==> config.mk <==
export PLATFORM = sky130hd
export DESIGN_NAME = vof_formatter
export DESIGN_NICKNAME = d
export VERILOG_FILES = /design/src/vof_pkg.sv /design/src/vof_formatter.sv /design/src/vof_halfband.sv
export SDC_FILE = /design/constraint.sdc
export NUM_CORES = 2
export LEC_CHECK = 0
export BUFFER_PORTS_ARGS = -buffer_cell sky130_fd_sc_hd__buf_4
export CORE_AREA = 2 2 409 411
export DETAILED_ROUTE_END_ITERATION = 7
export DIE_AREA = 0 0 411 413
export GPL_TIMING_DRIVEN = 0
export PLACE_DENSITY = 0.73
export SETUP_SLACK_MARGIN = 0.2
export SYNTH_ARGS = -nofsm -noshare
export SYNTH_HDL_FRONTEND = slang
export SYNTH_SLANG_ARGS = --single-unit
==> constraint.sdc <==
create_clock -name sys_clk -period 16 [get_ports sys_clk]
set_clock_uncertainty 0.1 [all_clocks]
set_input_delay 3.2 -clock sys_clk [delete_from_list [all_inputs] [get_ports sys_clk]]
set_output_delay 3.2 -clock sys_clk [all_outputs]
set_load 0.05 [all_outputs]
==> src/vof_pkg.sv <==
// shared constants and types of the video output formatter
`default_nettype none
package vof_pkg;
  // ----------------------------------------------------------------
  // data carriers
  // ----------------------------------------------------------------
  typedef logic [9:0] vof_word_t;
  typedef struct packed {
    vof_word_t r;
    vof_word_t g;
    vof_word_t b;
  } vof_pix_t;
  typedef struct packed {
    logic       embed_en;
    logic       mode422;
    logic [1:0] range_sel;
  } vof_cfg_t;
  typedef enum logic {VOF_ST_IDLE, VOF_ST_CODE} vof_state_t;

  // ----------------------------------------------------------------
  // register map
  // ----------------------------------------------------------------
  localparam logic [7:0] VOF_ADDR_FMT      = 8'h15;
  localparam logic [7:0] VOF_ADDR_START_LO = 8'h40;
  localparam logic [7:0] VOF_ADDR_START_HI = 8'h41;
  localparam logic [7:0] VOF_ADDR_STOP_LO  = 8'h42;
  localparam logic [7:0] VOF_ADDR_STOP_HI  = 8'h43;
  localparam logic [7:0] VOF_ADDR_VST_F0   = 8'h44;
  localparam logic [7:0] VOF_ADDR_VST_F1   = 8'h45;
  localparam logic [7:0] VOF_ADDR_VDUR_F0  = 8'h46;
  localparam logic [7:0] VOF_ADDR_VDUR_F1  = 8'h47;
  localparam logic [7:0] VOF_ADDR_FST_F0   = 8'h48;
  localparam logic [7:0] VOF_ADDR_FST_F1   = 8'h49;
  localparam logic [7:0]  VOF_RST_FMT   = 8'h04;
  localparam logic [15:0] VOF_RST_START = 16'h012c;
  localparam logic [15:0] VOF_RST_STOP  = 16'h062c;
  localparam logic [7:0]  VOF_RST_VST   = 8'h05;
  localparam logic [7:0]  VOF_RST_VDUR  = 8'h1e;
  localparam logic [7:0]  VOF_RST_FST   = 8'h00;
  localparam int VOF_FMT_EMB_BIT   = 0;
  localparam int VOF_FMT_MODE_BIT  = 1;
  localparam int VOF_FMT_RANGE_LSB = 6;

  // ----------------------------------------------------------------
  // timing, coding ranges, filter
  // ----------------------------------------------------------------
  localparam int VOF_LAT_444    = 18;
  localparam int VOF_LAT_422    = 39;
  localparam int VOF_LAT_HS     = 5;
  localparam int VOF_PDELAY_TYP = 27;
  localparam int VOF_HB_TAPS    = 27;
  localparam int VOF_HB_CENTER  = 13;
  localparam int VOF_HB_PAIRS   = 7;
  localparam int VOF_HB_SHIFT   = 10;
  localparam int VOF_CODE_WORDS = 4;
  localparam logic [1:0] VOF_CODE_LAST = 2'h3;
  localparam vof_word_t  VOF_CODE_ONES = 10'h3ff;
  localparam vof_word_t  VOF_CODE_ZERO = 10'h000;
  localparam logic [1:0] VOF_RNG_FULL = 2'h0;
  localparam logic [1:0] VOF_RNG_EXT  = 2'h1;
  localparam logic [1:0] VOF_RNG_ITU  = 2'h2;
  localparam vof_word_t  VOF_EXT_MIN = 10'h004;
  localparam vof_word_t  VOF_EXT_MAX = 10'h3fb;
  localparam vof_word_t  VOF_ITU_MIN = 10'h040;
  localparam vof_word_t  VOF_Y_MAX   = 10'h3ac;
  localparam vof_word_t  VOF_C_MAX   = 10'h3c0;
  localparam logic signed [11:0] VOF_HB_MID = 12'sh200;
  localparam logic signed [11:0] VOF_HB_COEF [VOF_HB_PAIRS] =
    '{12'sh140, -12'sh061, 12'sh032, -12'sh01c, 12'sh00f, -12'sh007, 12'sh003};
endpackage
`default_nettype wire

==> src/vof_formatter.sv <==
// video output formatter: port packing, embedded timing codes, range clamp
`default_nettype none
module vof_formatter
  import vof_pkg::*;
(
  input  wire logic      sys_clk,
  input  wire logic      rst,
  input  wire logic      output_pixel_clock,
  input  wire vof_pix_t  pix_in,
  input  wire logic      hsync_in,
  input  wire logic      vsync_in,
  input  wire logic      field_in,
  input  wire logic      reg_wr,
  input  wire logic [7:0] reg_addr,
  input  wire logic [7:0] reg_wdata,
  output logic      [7:0] reg_rdata,
  output vof_word_t      grn_out,
  output vof_word_t      blue_output_port,
  output vof_word_t      red_out,
  output logic           red_oe,
  output logic           horizontal_sync_output,
  output logic           active_video_window
);
  // ----------------------------------------------------------------
  // registers
  // ----------------------------------------------------------------
  logic [7:0]  fmt_q;
  logic [15:0] start_q;
  logic [15:0] stop_q;
  logic [7:0]  vst_q  [2];
  logic [7:0]  vdur_q [2];
  logic [7:0]  fst_q  [2];
  logic [7:0]  rdata_d;
  vof_cfg_t    cfg;

  always_ff @(posedge sys_clk) begin
    if (rst) begin
      fmt_q   <= VOF_RST_FMT;
      start_q <= VOF_RST_START;
      stop_q  <= VOF_RST_STOP;
      vst_q   <= '{VOF_RST_VST, VOF_RST_VST};
      vdur_q  <= '{VOF_RST_VDUR, VOF_RST_VDUR};
      fst_q   <= '{VOF_RST_FST, VOF_RST_FST};
    end else if (reg_wr) begin
      case (reg_addr)
        VOF_ADDR_FMT:      fmt_q         <= reg_wdata;
        VOF_ADDR_START_LO: start_q[7:0]  <= reg_wdata;
        VOF_ADDR_START_HI: start_q[15:8] <= reg_wdata;
        VOF_ADDR_STOP_LO:  stop_q[7:0]   <= reg_wdata;
        VOF_ADDR_STOP_HI:  stop_q[15:8]  <= reg_wdata;
        VOF_ADDR_VST_F0:   vst_q[0]      <= reg_wdata;
        VOF_ADDR_VST_F1:   vst_q[1]      <= reg_wdata;
        VOF_ADDR_VDUR_F0:  vdur_q[0]     <= reg_wdata;
        VOF_ADDR_VDUR_F1:  vdur_q[1]     <= reg_wdata;
        VOF_ADDR_FST_F0:   fst_q[0]      <= reg_wdata;
        VOF_ADDR_FST_F1:   fst_q[1]      <= reg_wdata;
        default: ;
      endcase
    end
  end

  always_comb begin
    case (reg_addr)
      VOF_ADDR_FMT:      rdata_d = fmt_q;
      VOF_ADDR_START_LO: rdata_d = start_q[7:0];
      VOF_ADDR_START_HI: rdata_d = start_q[15:8];
      VOF_ADDR_STOP_LO:  rdata_d = stop_q[7:0];
      VOF_ADDR_STOP_HI:  rdata_d = stop_q[15:8];
      VOF_ADDR_VST_F0:   rdata_d = vst_q[0];
      VOF_ADDR_VST_F1:   rdata_d = vst_q[1];
      VOF_ADDR_VDUR_F0:  rdata_d = vdur_q[0];
      VOF_ADDR_VDUR_F1:  rdata_d = vdur_q[1];
      VOF_ADDR_FST_F0:   rdata_d = fst_q[0];
      VOF_ADDR_FST_F1:   rdata_d = fst_q[1];
      default:           rdata_d = 8'h00;
    endcase
  end

  always_ff @(posedge sys_clk) begin
    if (rst) begin
      reg_rdata <= 8'h00;
    end else begin
      reg_rdata <= rdata_d;
    end
  end

  assign cfg.embed_en  = fmt_q[VOF_FMT_EMB_BIT];
  assign cfg.mode422   = fmt_q[VOF_FMT_MODE_BIT];
  assign cfg.range_sel = fmt_q[VOF_FMT_RANGE_LSB+:2];

  // ----------------------------------------------------------------
  // pixel clock sampling
  // ----------------------------------------------------------------
  // the pixel clock is slow against sys_clk, so its rising edge is a strobe
  logic pclk_s1_q;
  logic pclk_s2_q;
  logic pclk_s3_q;
  logic pix_stb;

  always_ff @(posedge sys_clk) begin
    if (rst) begin
      pclk_s1_q <= 1'b0;
      pclk_s2_q <= 1'b0;
      pclk_s3_q <= 1'b0;
    end else begin
      pclk_s1_q <= output_pixel_clock;
      pclk_s2_q <= pclk_s1_q;
      pclk_s3_q <= pclk_s2_q;
    end
  end
  assign pix_stb = pclk_s2_q & ~pclk_s3_q;

  // ----------------------------------------------------------------
  // pixel and line counting
  // ----------------------------------------------------------------
  logic [15:0] pix_cnt_q;
  logic [10:0] line_cnt_q;
  logic        hs_prev_q;
  logic        vs_prev_q;
  logic        hs_rise;
  logic        f_q;
  logic        v_d;
  logic        v_q;
  logic [8:0]  vend;

  assign hs_rise = hsync_in & ~hs_prev_q;

  always_ff @(posedge sys_clk) begin
    if (rst) begin
      pix_cnt_q  <= 16'h0000;
      line_cnt_q <= 11'h000;
      hs_prev_q  <= 1'b0;
      vs_prev_q  <= 1'b0;
    end else if (pix_stb) begin
      hs_prev_q <= hsync_in;
      pix_cnt_q <= hs_rise ? 16'h0000 : pix_cnt_q + 16'h0001;
      if (hs_rise) begin
        vs_prev_q  <= vsync_in;
        line_cnt_q <= (vsync_in & ~vs_prev_q) ? 11'h000 : line_cnt_q + 11'h001;
      end
    end
  end

  // vertical flag holds from the blanking start line for its duration
  assign vend = {1'b0, vst_q[field_in]} + {1'b0, vdur_q[field_in]};
  assign v_d  = (line_cnt_q >= {3'h0, vst_q[field_in]}) && (line_cnt_q < {2'h0, vend});

  always_ff @(posedge sys_clk) begin
    if (rst) begin
      f_q <= 1'b0;
      v_q <= 1'b0;
    end else if (pix_stb) begin
      v_q <= v_d;
      if (line_cnt_q == {3'h0, fst_q[field_in]}) begin
        f_q <= field_in;
      end
    end
  end

  // ----------------------------------------------------------------
  // active video window
  // ----------------------------------------------------------------
  // start must absorb the internal delay of about VOF_PDELAY_TYP pixels
  logic active_video_window_d;
  always_comb begin
    if (stop_q < start_q) begin
      active_video_window_d = (pix_cnt_q >= start_q) || (pix_cnt_q < stop_q);
    end else begin
      active_video_window_d = (pix_cnt_q >= start_q) && (pix_cnt_q < stop_q);
    end
  end

  always_ff @(posedge sys_clk) begin
    if (rst) begin
      active_video_window <= 1'b0;
    end else if (pix_stb) begin
      active_video_window <= active_video_window_d;
    end
  end

  // ----------------------------------------------------------------
  // timing code sequencer
  // ----------------------------------------------------------------
  vof_state_t st_q;
  logic [1:0] word_q;
  logic       eav_q;
  logic [3:0] prot;
  vof_word_t  code_word;

  always_ff @(posedge sys_clk) begin
    if (rst) begin
      st_q   <= VOF_ST_IDLE;
      word_q <= 2'h0;
      eav_q  <= 1'b0;
    end else if (pix_stb) begin
      case (st_q)
        VOF_ST_IDLE: begin
          if (cfg.embed_en && (active_video_window_d != active_video_window)) begin
            st_q   <= VOF_ST_CODE;
            word_q <= 2'h0;
            eav_q  <= active_video_window;
          end
        end
        VOF_ST_CODE: begin
          word_q <= word_q + 2'h1;
          if (word_q == VOF_CODE_LAST) begin
            st_q <= VOF_ST_IDLE;
          end
        end
        default: st_q <= VOF_ST_IDLE;
      endcase
    end
  end

  assign prot = {v_q ^ eav_q, f_q ^ eav_q, f_q ^ v_q, f_q ^ v_q ^ eav_q};
  always_comb begin
    case (word_q)
      2'h0:    code_word = VOF_CODE_ONES;
      2'h1:    code_word = VOF_CODE_ZERO;
      2'h2:    code_word = VOF_CODE_ZERO;
      default: code_word = {1'b1, f_q, v_q, eav_q, prot, 2'b00};
    endcase
  end

  // ----------------------------------------------------------------
  // data pipeline
  // ----------------------------------------------------------------
  vof_pix_t dly_q [VOF_HB_TAPS];
  vof_pix_t q422_q [VOF_LAT_422-VOF_HB_CENTER-1];
  logic [VOF_HB_TAPS-1:0][9:0] cb_taps;
  logic [VOF_HB_TAPS-1:0][9:0] cr_taps;
  vof_word_t cb_filt;
  vof_word_t cr_filt;
  logic [VOF_LAT_HS-1:0] hs_sh_q;

  for (genvar k = 0; k < VOF_HB_TAPS; k++) begin : g_taps
    assign cb_taps[k] = dly_q[k].b;
    assign cr_taps[k] = dly_q[k].r;
  end

  vof_halfband u_hb_cb (.taps(cb_taps), .filt(cb_filt));
  vof_halfband u_hb_cr (.taps(cr_taps), .filt(cr_filt));

  always_ff @(posedge sys_clk) begin
    if (rst) begin
      dly_q   <= '{default: '0};
      q422_q  <= '{default: '0};
      hs_sh_q <= '0;
    end else if (pix_stb) begin
      dly_q[0]  <= pix_in;
      q422_q[0] <= '{r: cr_filt, g: dly_q[VOF_HB_CENTER].g, b: cb_filt};
      hs_sh_q   <= {hs_sh_q[VOF_LAT_HS-2:0], hsync_in};
      for (int k = 1; k < VOF_HB_TAPS; k++) begin
        dly_q[k] <= dly_q[k-1];
      end
      for (int k = 1; k < VOF_LAT_422-VOF_HB_CENTER-1; k++) begin
        q422_q[k] <= q422_q[k-1];
      end
    end
  end

  // ----------------------------------------------------------------
  // range clamp and output stage
  // ----------------------------------------------------------------
  function automatic vof_word_t vof_clamp(input vof_word_t v, input logic [1:0] rs, input logic luma);
    vof_word_t lo;
    vof_word_t hi;
    lo = VOF_CODE_ZERO;
    hi = VOF_CODE_ONES;
    if (rs == VOF_RNG_EXT) begin
      lo = VOF_EXT_MIN;
      hi = VOF_EXT_MAX;
    end else if (rs == VOF_RNG_ITU) begin
      lo = VOF_ITU_MIN;
      hi = luma ? VOF_Y_MAX : VOF_C_MAX;
    end
    return (v < lo) ? lo : ((v > hi) ? hi : v);
  endfunction

  vof_pix_t  p444;
  vof_pix_t  p422;
  logic      code_on;
  logic      chroma_cr_q;
  vof_word_t cr_hold_q;

  assign p444    = dly_q[VOF_LAT_444-1];
  // filter centre adds one stage, output register one more: 14 + 1 + 24 + 1
  assign p422    = q422_q[VOF_LAT_422-VOF_HB_CENTER-2];
  assign code_on = (st_q == VOF_ST_CODE);

  // chroma phase restarts on Cb with the last word of each start code
  always_ff @(posedge sys_clk) begin
    if (rst) begin
      chroma_cr_q <= 1'b0;
      cr_hold_q   <= VOF_CODE_ZERO;
    end else if (pix_stb) begin
      if (code_on && (word_q == VOF_CODE_LAST) && !eav_q) begin
        chroma_cr_q <= 1'b0;
      end else begin
        chroma_cr_q <= ~chroma_cr_q;
      end
      if (!chroma_cr_q) begin
        cr_hold_q <= p422.r;
      end
    end
  end

  always_ff @(posedge sys_clk) begin
    if (rst) begin
      grn_out                <= VOF_CODE_ZERO;
      blue_output_port       <= VOF_CODE_ZERO;
      red_out                <= VOF_CODE_ZERO;
      red_oe                 <= 1'b0;
      horizontal_sync_output <= 1'b0;
    end else if (pix_stb) begin
      horizontal_sync_output <= hs_sh_q[VOF_LAT_HS-1];
      if (cfg.mode422) begin
        grn_out          <= code_on ? code_word : vof_clamp(p422.g, cfg.range_sel, 1'b1);
        blue_output_port <= vof_clamp(chroma_cr_q ? cr_hold_q : p422.b, cfg.range_sel, 1'b0);
        red_out          <= VOF_CODE_ZERO;
        red_oe           <= 1'b0;
      end else begin
        grn_out          <= code_on ? code_word : vof_clamp(p444.g, cfg.range_sel, 1'b1);
        blue_output_port <= vof_clamp(p444.b, cfg.range_sel, 1'b0);
        red_out          <= vof_clamp(p444.r, cfg.range_sel, 1'b0);
        red_oe           <= 1'b1;
      end
    end
  end
endmodule // vof_formatter
`default_nettype wire

==> src/vof_halfband.sv <==
// half-band chroma decimation filter, combinational over a tap window
`default_nettype none
module vof_halfband
  import vof_pkg::*;
(
  input  wire logic [VOF_HB_TAPS-1:0][9:0] taps,
  output logic      [9:0]                  filt
);
  // ----------------------------------------------------------------
  // symmetric pairs: only odd distances carry weight in a half-band
  // ----------------------------------------------------------------
  logic signed [25:0] acc [VOF_HB_PAIRS+1];
  logic signed [25:0] rnd;
  assign acc[0] = 26'(signed'({1'b0, taps[VOF_HB_CENTER]}) * VOF_HB_MID);
  for (genvar i = 0; i < VOF_HB_PAIRS; i++) begin : g_pair
    logic [10:0] pair_sum;
    assign pair_sum = {1'b0, taps[VOF_HB_CENTER-(2*i+1)]} + {1'b0, taps[VOF_HB_CENTER+(2*i+1)]};
    assign acc[i+1] = acc[i] + 26'(signed'({1'b0, pair_sum}) * VOF_HB_COEF[i]);
  end
  assign rnd = (acc[VOF_HB_PAIRS] + 26'sd512) >>> VOF_HB_SHIFT;
  // overshoot of negative taps is clipped rather than wrapped
  always_comb begin
    if (rnd < 26'sd0) begin
      filt = VOF_CODE_ZERO;
    end else if (rnd > 26'sd1023) begin
      filt = VOF_CODE_ONES;
    end else begin
      filt = rnd[9:0];
    end
  end
endmodule // vof_halfband
`default_nettype wire

==> impl_metrics.toml <==
[clock_tree]
clkLatencyLatePin_ns = 0.83
cts_buffer_depth = 3
cts_hold_buffers = 0
numClockSinks = 1612
post_cts_buffers = 0
post_cts_resize_count = 0
htreeDepth = 4
path_clk_slew_ns = 0.06
numCtsBuffers = 167
cts_root_buf = "clkbuf_16"
cts_tree = "done"

[power]
p_leak_nw = 36.3
powerDensity_mw_per_mm2 = 92.1
ir_worst_vdd_mv = 0.120
combPwrFrac_pct = 3.9
sw_frac_of_total_pct = 23.5
p_seq_share_pct = 47.9
internal_power_w = 0.00643
clockPowerShare_pct = 48.3
p_sw_w = 0.00198
p_total_w = 0.00842

[timing]
fin_crit_sh_pct = 71.8
fin_crit_ns = 11.48
drv_slew = 0
finalWorstSetupSlack_ns = 4.52
worst_pin_slew_ns = 1.44
max_freq_mhz = 87.1
hold_viol = 0
rsz0062_at_grt = "no"
setup_tns_ns = 0
maxSlewHeadroom_pct = 4.17
finalSetupViolCount = 0

[hold_path]
min-delay-start = "cb_taps[236]$_SDFFE_PP0P_"
whs_endpoint = "cb_taps[246]$_SDFFE_PP0P_"
hold_path.class = "reg2reg"
worst_hold_path.num_cells = 2

[worst_setup_path]
cp_data_arrival_time_ns = 12.15
startpoint_type = "flip-flop"
critical_path.endpoint_type = "flip-flop"
reg2regPathDepth = 41
cp_slowest_cell = "dfxtp_1"
cp_common_cell = "fa_1"
rr_endpoint = "q422_q[748]$_SDFFE_PP0P_"
crit_required_ns = 16.67
worstSetupPathType = "reg2reg"
r2r_start = "cr_taps[161]$_SDFFE_PP0P_"
max_stage_delay_ns = 0.64
reg2reg_slack_ns = 4.52
critical_path.max_fanout = 9

[die]
die_w_um = 411
initial_core_util_pct = 49.5
core_sq_mm = 0.166
io_pins = 94
die_h_um = 413
dieArea_sq_mm = 0.170
row_count = 150

[synthesis]
synth_area_sq_mm = 0.0821
yosysSeqAreaShare_pct = 39.3
netlist_instances = 10100
synth_edf_count = 0
yosys_most_used_dff = "dfxtp_1"
syn_area_per_cell_sq_um = 8.10
ys_seq_elements = 1612
synth_warnings = 0
synth.distinct_cells = 72
ys_async_sr_fraction_pct = 0
synthesis.nets = 11200

[routing]
drt_iter0_markers = 4964
wl_per_cell_um = 18.5
routed_via_density = 5.40
vias = 68700
route.detailed.drc = 17
routed_wl_um = 236000
dr.pass1.iters = 8
final_antenna_net_count = 0

[place]
place_area_sq_mm = 0.0855
dpl_worst_slack_ns = 4.65
hpwl_um = 189000
io_buffers = 89
gp_congestion = 0.984

[layout]
num-nets-final = 11400
multi_input_area_sq_mm = 0.0452
register_area_sq_mm = 0.0323
final_common_cell = "nand2_1"
final_core_util_pct = 55.1
layout_common_cells = "nand2_1, a21oi_1, dfxtp_1, ha_1, inv_1"
fin_area_sq_mm = 0.0914
nFillCells = 15100
area.growth.synth_to_final_pct = 11.3
drive_gt1_share_pct = 3.84

[status]
status = "finished, violations left"
violations = "DRC"

[job]
drv_cap = 0

[grt]
grt_pass1_wl_um = 362000
antenna_found_initial = 10
grt_max_degree = 20
grt_usage_pct = 27.2
gr-total-overflow = 0
grt_pass1_vias = 66800
==> cell usage after synthesis, types with 18 or more instances <==
cell type | number | area (sq um)
a211oi_1 | 18 | 135
a21o_1 | 92 | 691
a21oi_1 | 1753 | 8770
a221oi_1 | 23 | 201
a31oi_1 | 23 | 144
and3_1 | 26 | 163
buf_1 | 25 | 93.8
clkbuf_1 | 523 | 1960
dfxtp_1 | 1612 | 32300
fa_1 | 295 | 5910
ha_1 | 705 | 8820
inv_1 | 682 | 2560
mux2i_1 | 44 | 440
nand2_1 | 3080 | 11600
nand2b_1 | 38 | 238
nand3_1 | 67 | 335
nand4_1 | 19 | 119
nor2_1 | 258 | 968
nor2b_1 | 43 | 269
nor3_1 | 30 | 150
o21a_1 | 33 | 248
o21ai_0 | 108 | 541
o21bai_1 | 100 | 751
xnor2_1 | 220 | 1930
xor2_1 | 101 | 885
==> worst max path at each step <==
stage | startpoint | end | slack, ns | depth (start not counted)
after floorplan | cb_taps[101]$_SDFFE_PP0P_ | q422_q[726]$_SDFFE_PP0P_ | 6.09 | 41
after global placement | cr_taps[161]$_SDFFE_PP0P_ | q422_q[749]$_SDFFE_PP0P_ | 4.76 | 41
after detailed placement | cr_taps[161]$_SDFFE_PP0P_ | q422_q[741]$_SDFFE_PP0P_ | 4.65 | 41
after CTS | cr_taps[161]$_SDFFE_PP0P_ | q422_q[748]$_SDFFE_PP0P_ | 4.59 | 41
after global routing | cr_taps[161]$_SDFFE_PP0P_ | q422_q[748]$_SDFFE_PP0P_ | 3.91 | 41
final | cr_taps[161]$_SDFFE_PP0P_ | q422_q[748]$_SDFFE_PP0P_ | 4.52 | 41
==> per-layer routing <==
layer | track usage, % | vias to the layer above | routed length (um)
met5 | 0 | - | 11
met4 | 13.2 | 2 | 12000
met3 | 3.32 | 503 | 12300
met2 | 47.4 | 1861 | 114000
met1 | 33.3 | 32600 | 97400
li1 | - | 33700 | -
==> power by group through the flow <==
stage | Clock, W | Sequential [W] | Combinational (W)
floorplan | 0 | 0.00412 | 0.000199
global placement | 0 | 0.00412 | 0.000313
detailed placement | 0 | 0.00412 | 0.000320
CTS | 0.00409 | 0.00403 | 0.000321
global route | 0.00426 | 0.00403 | 0.000354
finish | 0.00406 | 0.00403 | 0.000326
==> kinds of logic after synthesis <==
family | count (synthesis) | share of synthesized area, %
multiplexers | 68 | 0.979
flip-flops | 1612 | 39.3
AO/OA/AOI/OAI | 2266 | 15.2
XOR/XNOR | 321 | 3.43
adder cells (fa/ha/maj) | 1007 | 18.0
AND/OR/NAND/NOR | 3626 | 17.4
buffers and inverters | 1232 | 5.64
==> critical path, delay by kind of cell (launching register included) <==
family	cells	cell delay [ns]
xor+xnor	2	0.48
buf+inv	6	0.44
simple gates	8	1.84
fa+ha+maj	11	5.02
flops	1	0.64
compound gates	14	2.90
==> registers in the layout, indices dropped and copies added (netlist names), 2 cells and up <==
register	count
dly_q	140
red_out	10
reg_rdata	8
cr_hold_q	10
hs_sh_q	5
fmt_q	8
p422	30
stop_q	16
grn_out	10
word_q	2
vdur_q	16
pix_cnt_q	16
vst_q	16
start_q	16
line_cnt_q	11
fst_q	16
cr_taps	270
cb_taps	270
q422_q	720
blue_output_port	10
==> area by class of cell <==
| class | instances | area share, % |
|---|---|---|
| multi-input combinational | 7288 | 49.4 |
| sequential | 1612 | 35.3 |
| clock buffer | 225 | 5.14 |
| tap | 2204 | 3.02 |
| inverter | 684 | 2.81 |
| buffer | 548 | 2.26 |
| clock inverter | 74 | 1.21 |
| timing repair buffer | 92 | 0.790 |
| antenna | 5 | 0.0137 |
==> metrics by stage <==
step                hold slack (ns)  std cells
finish                        0.317      12700
global route                  0.342      12700
CTS                           0.321      12700
detailed placement            0.326      12400
global placement              0.331      12400
floorplan                     0.314      10100
(Power assumes the default switching activity.)
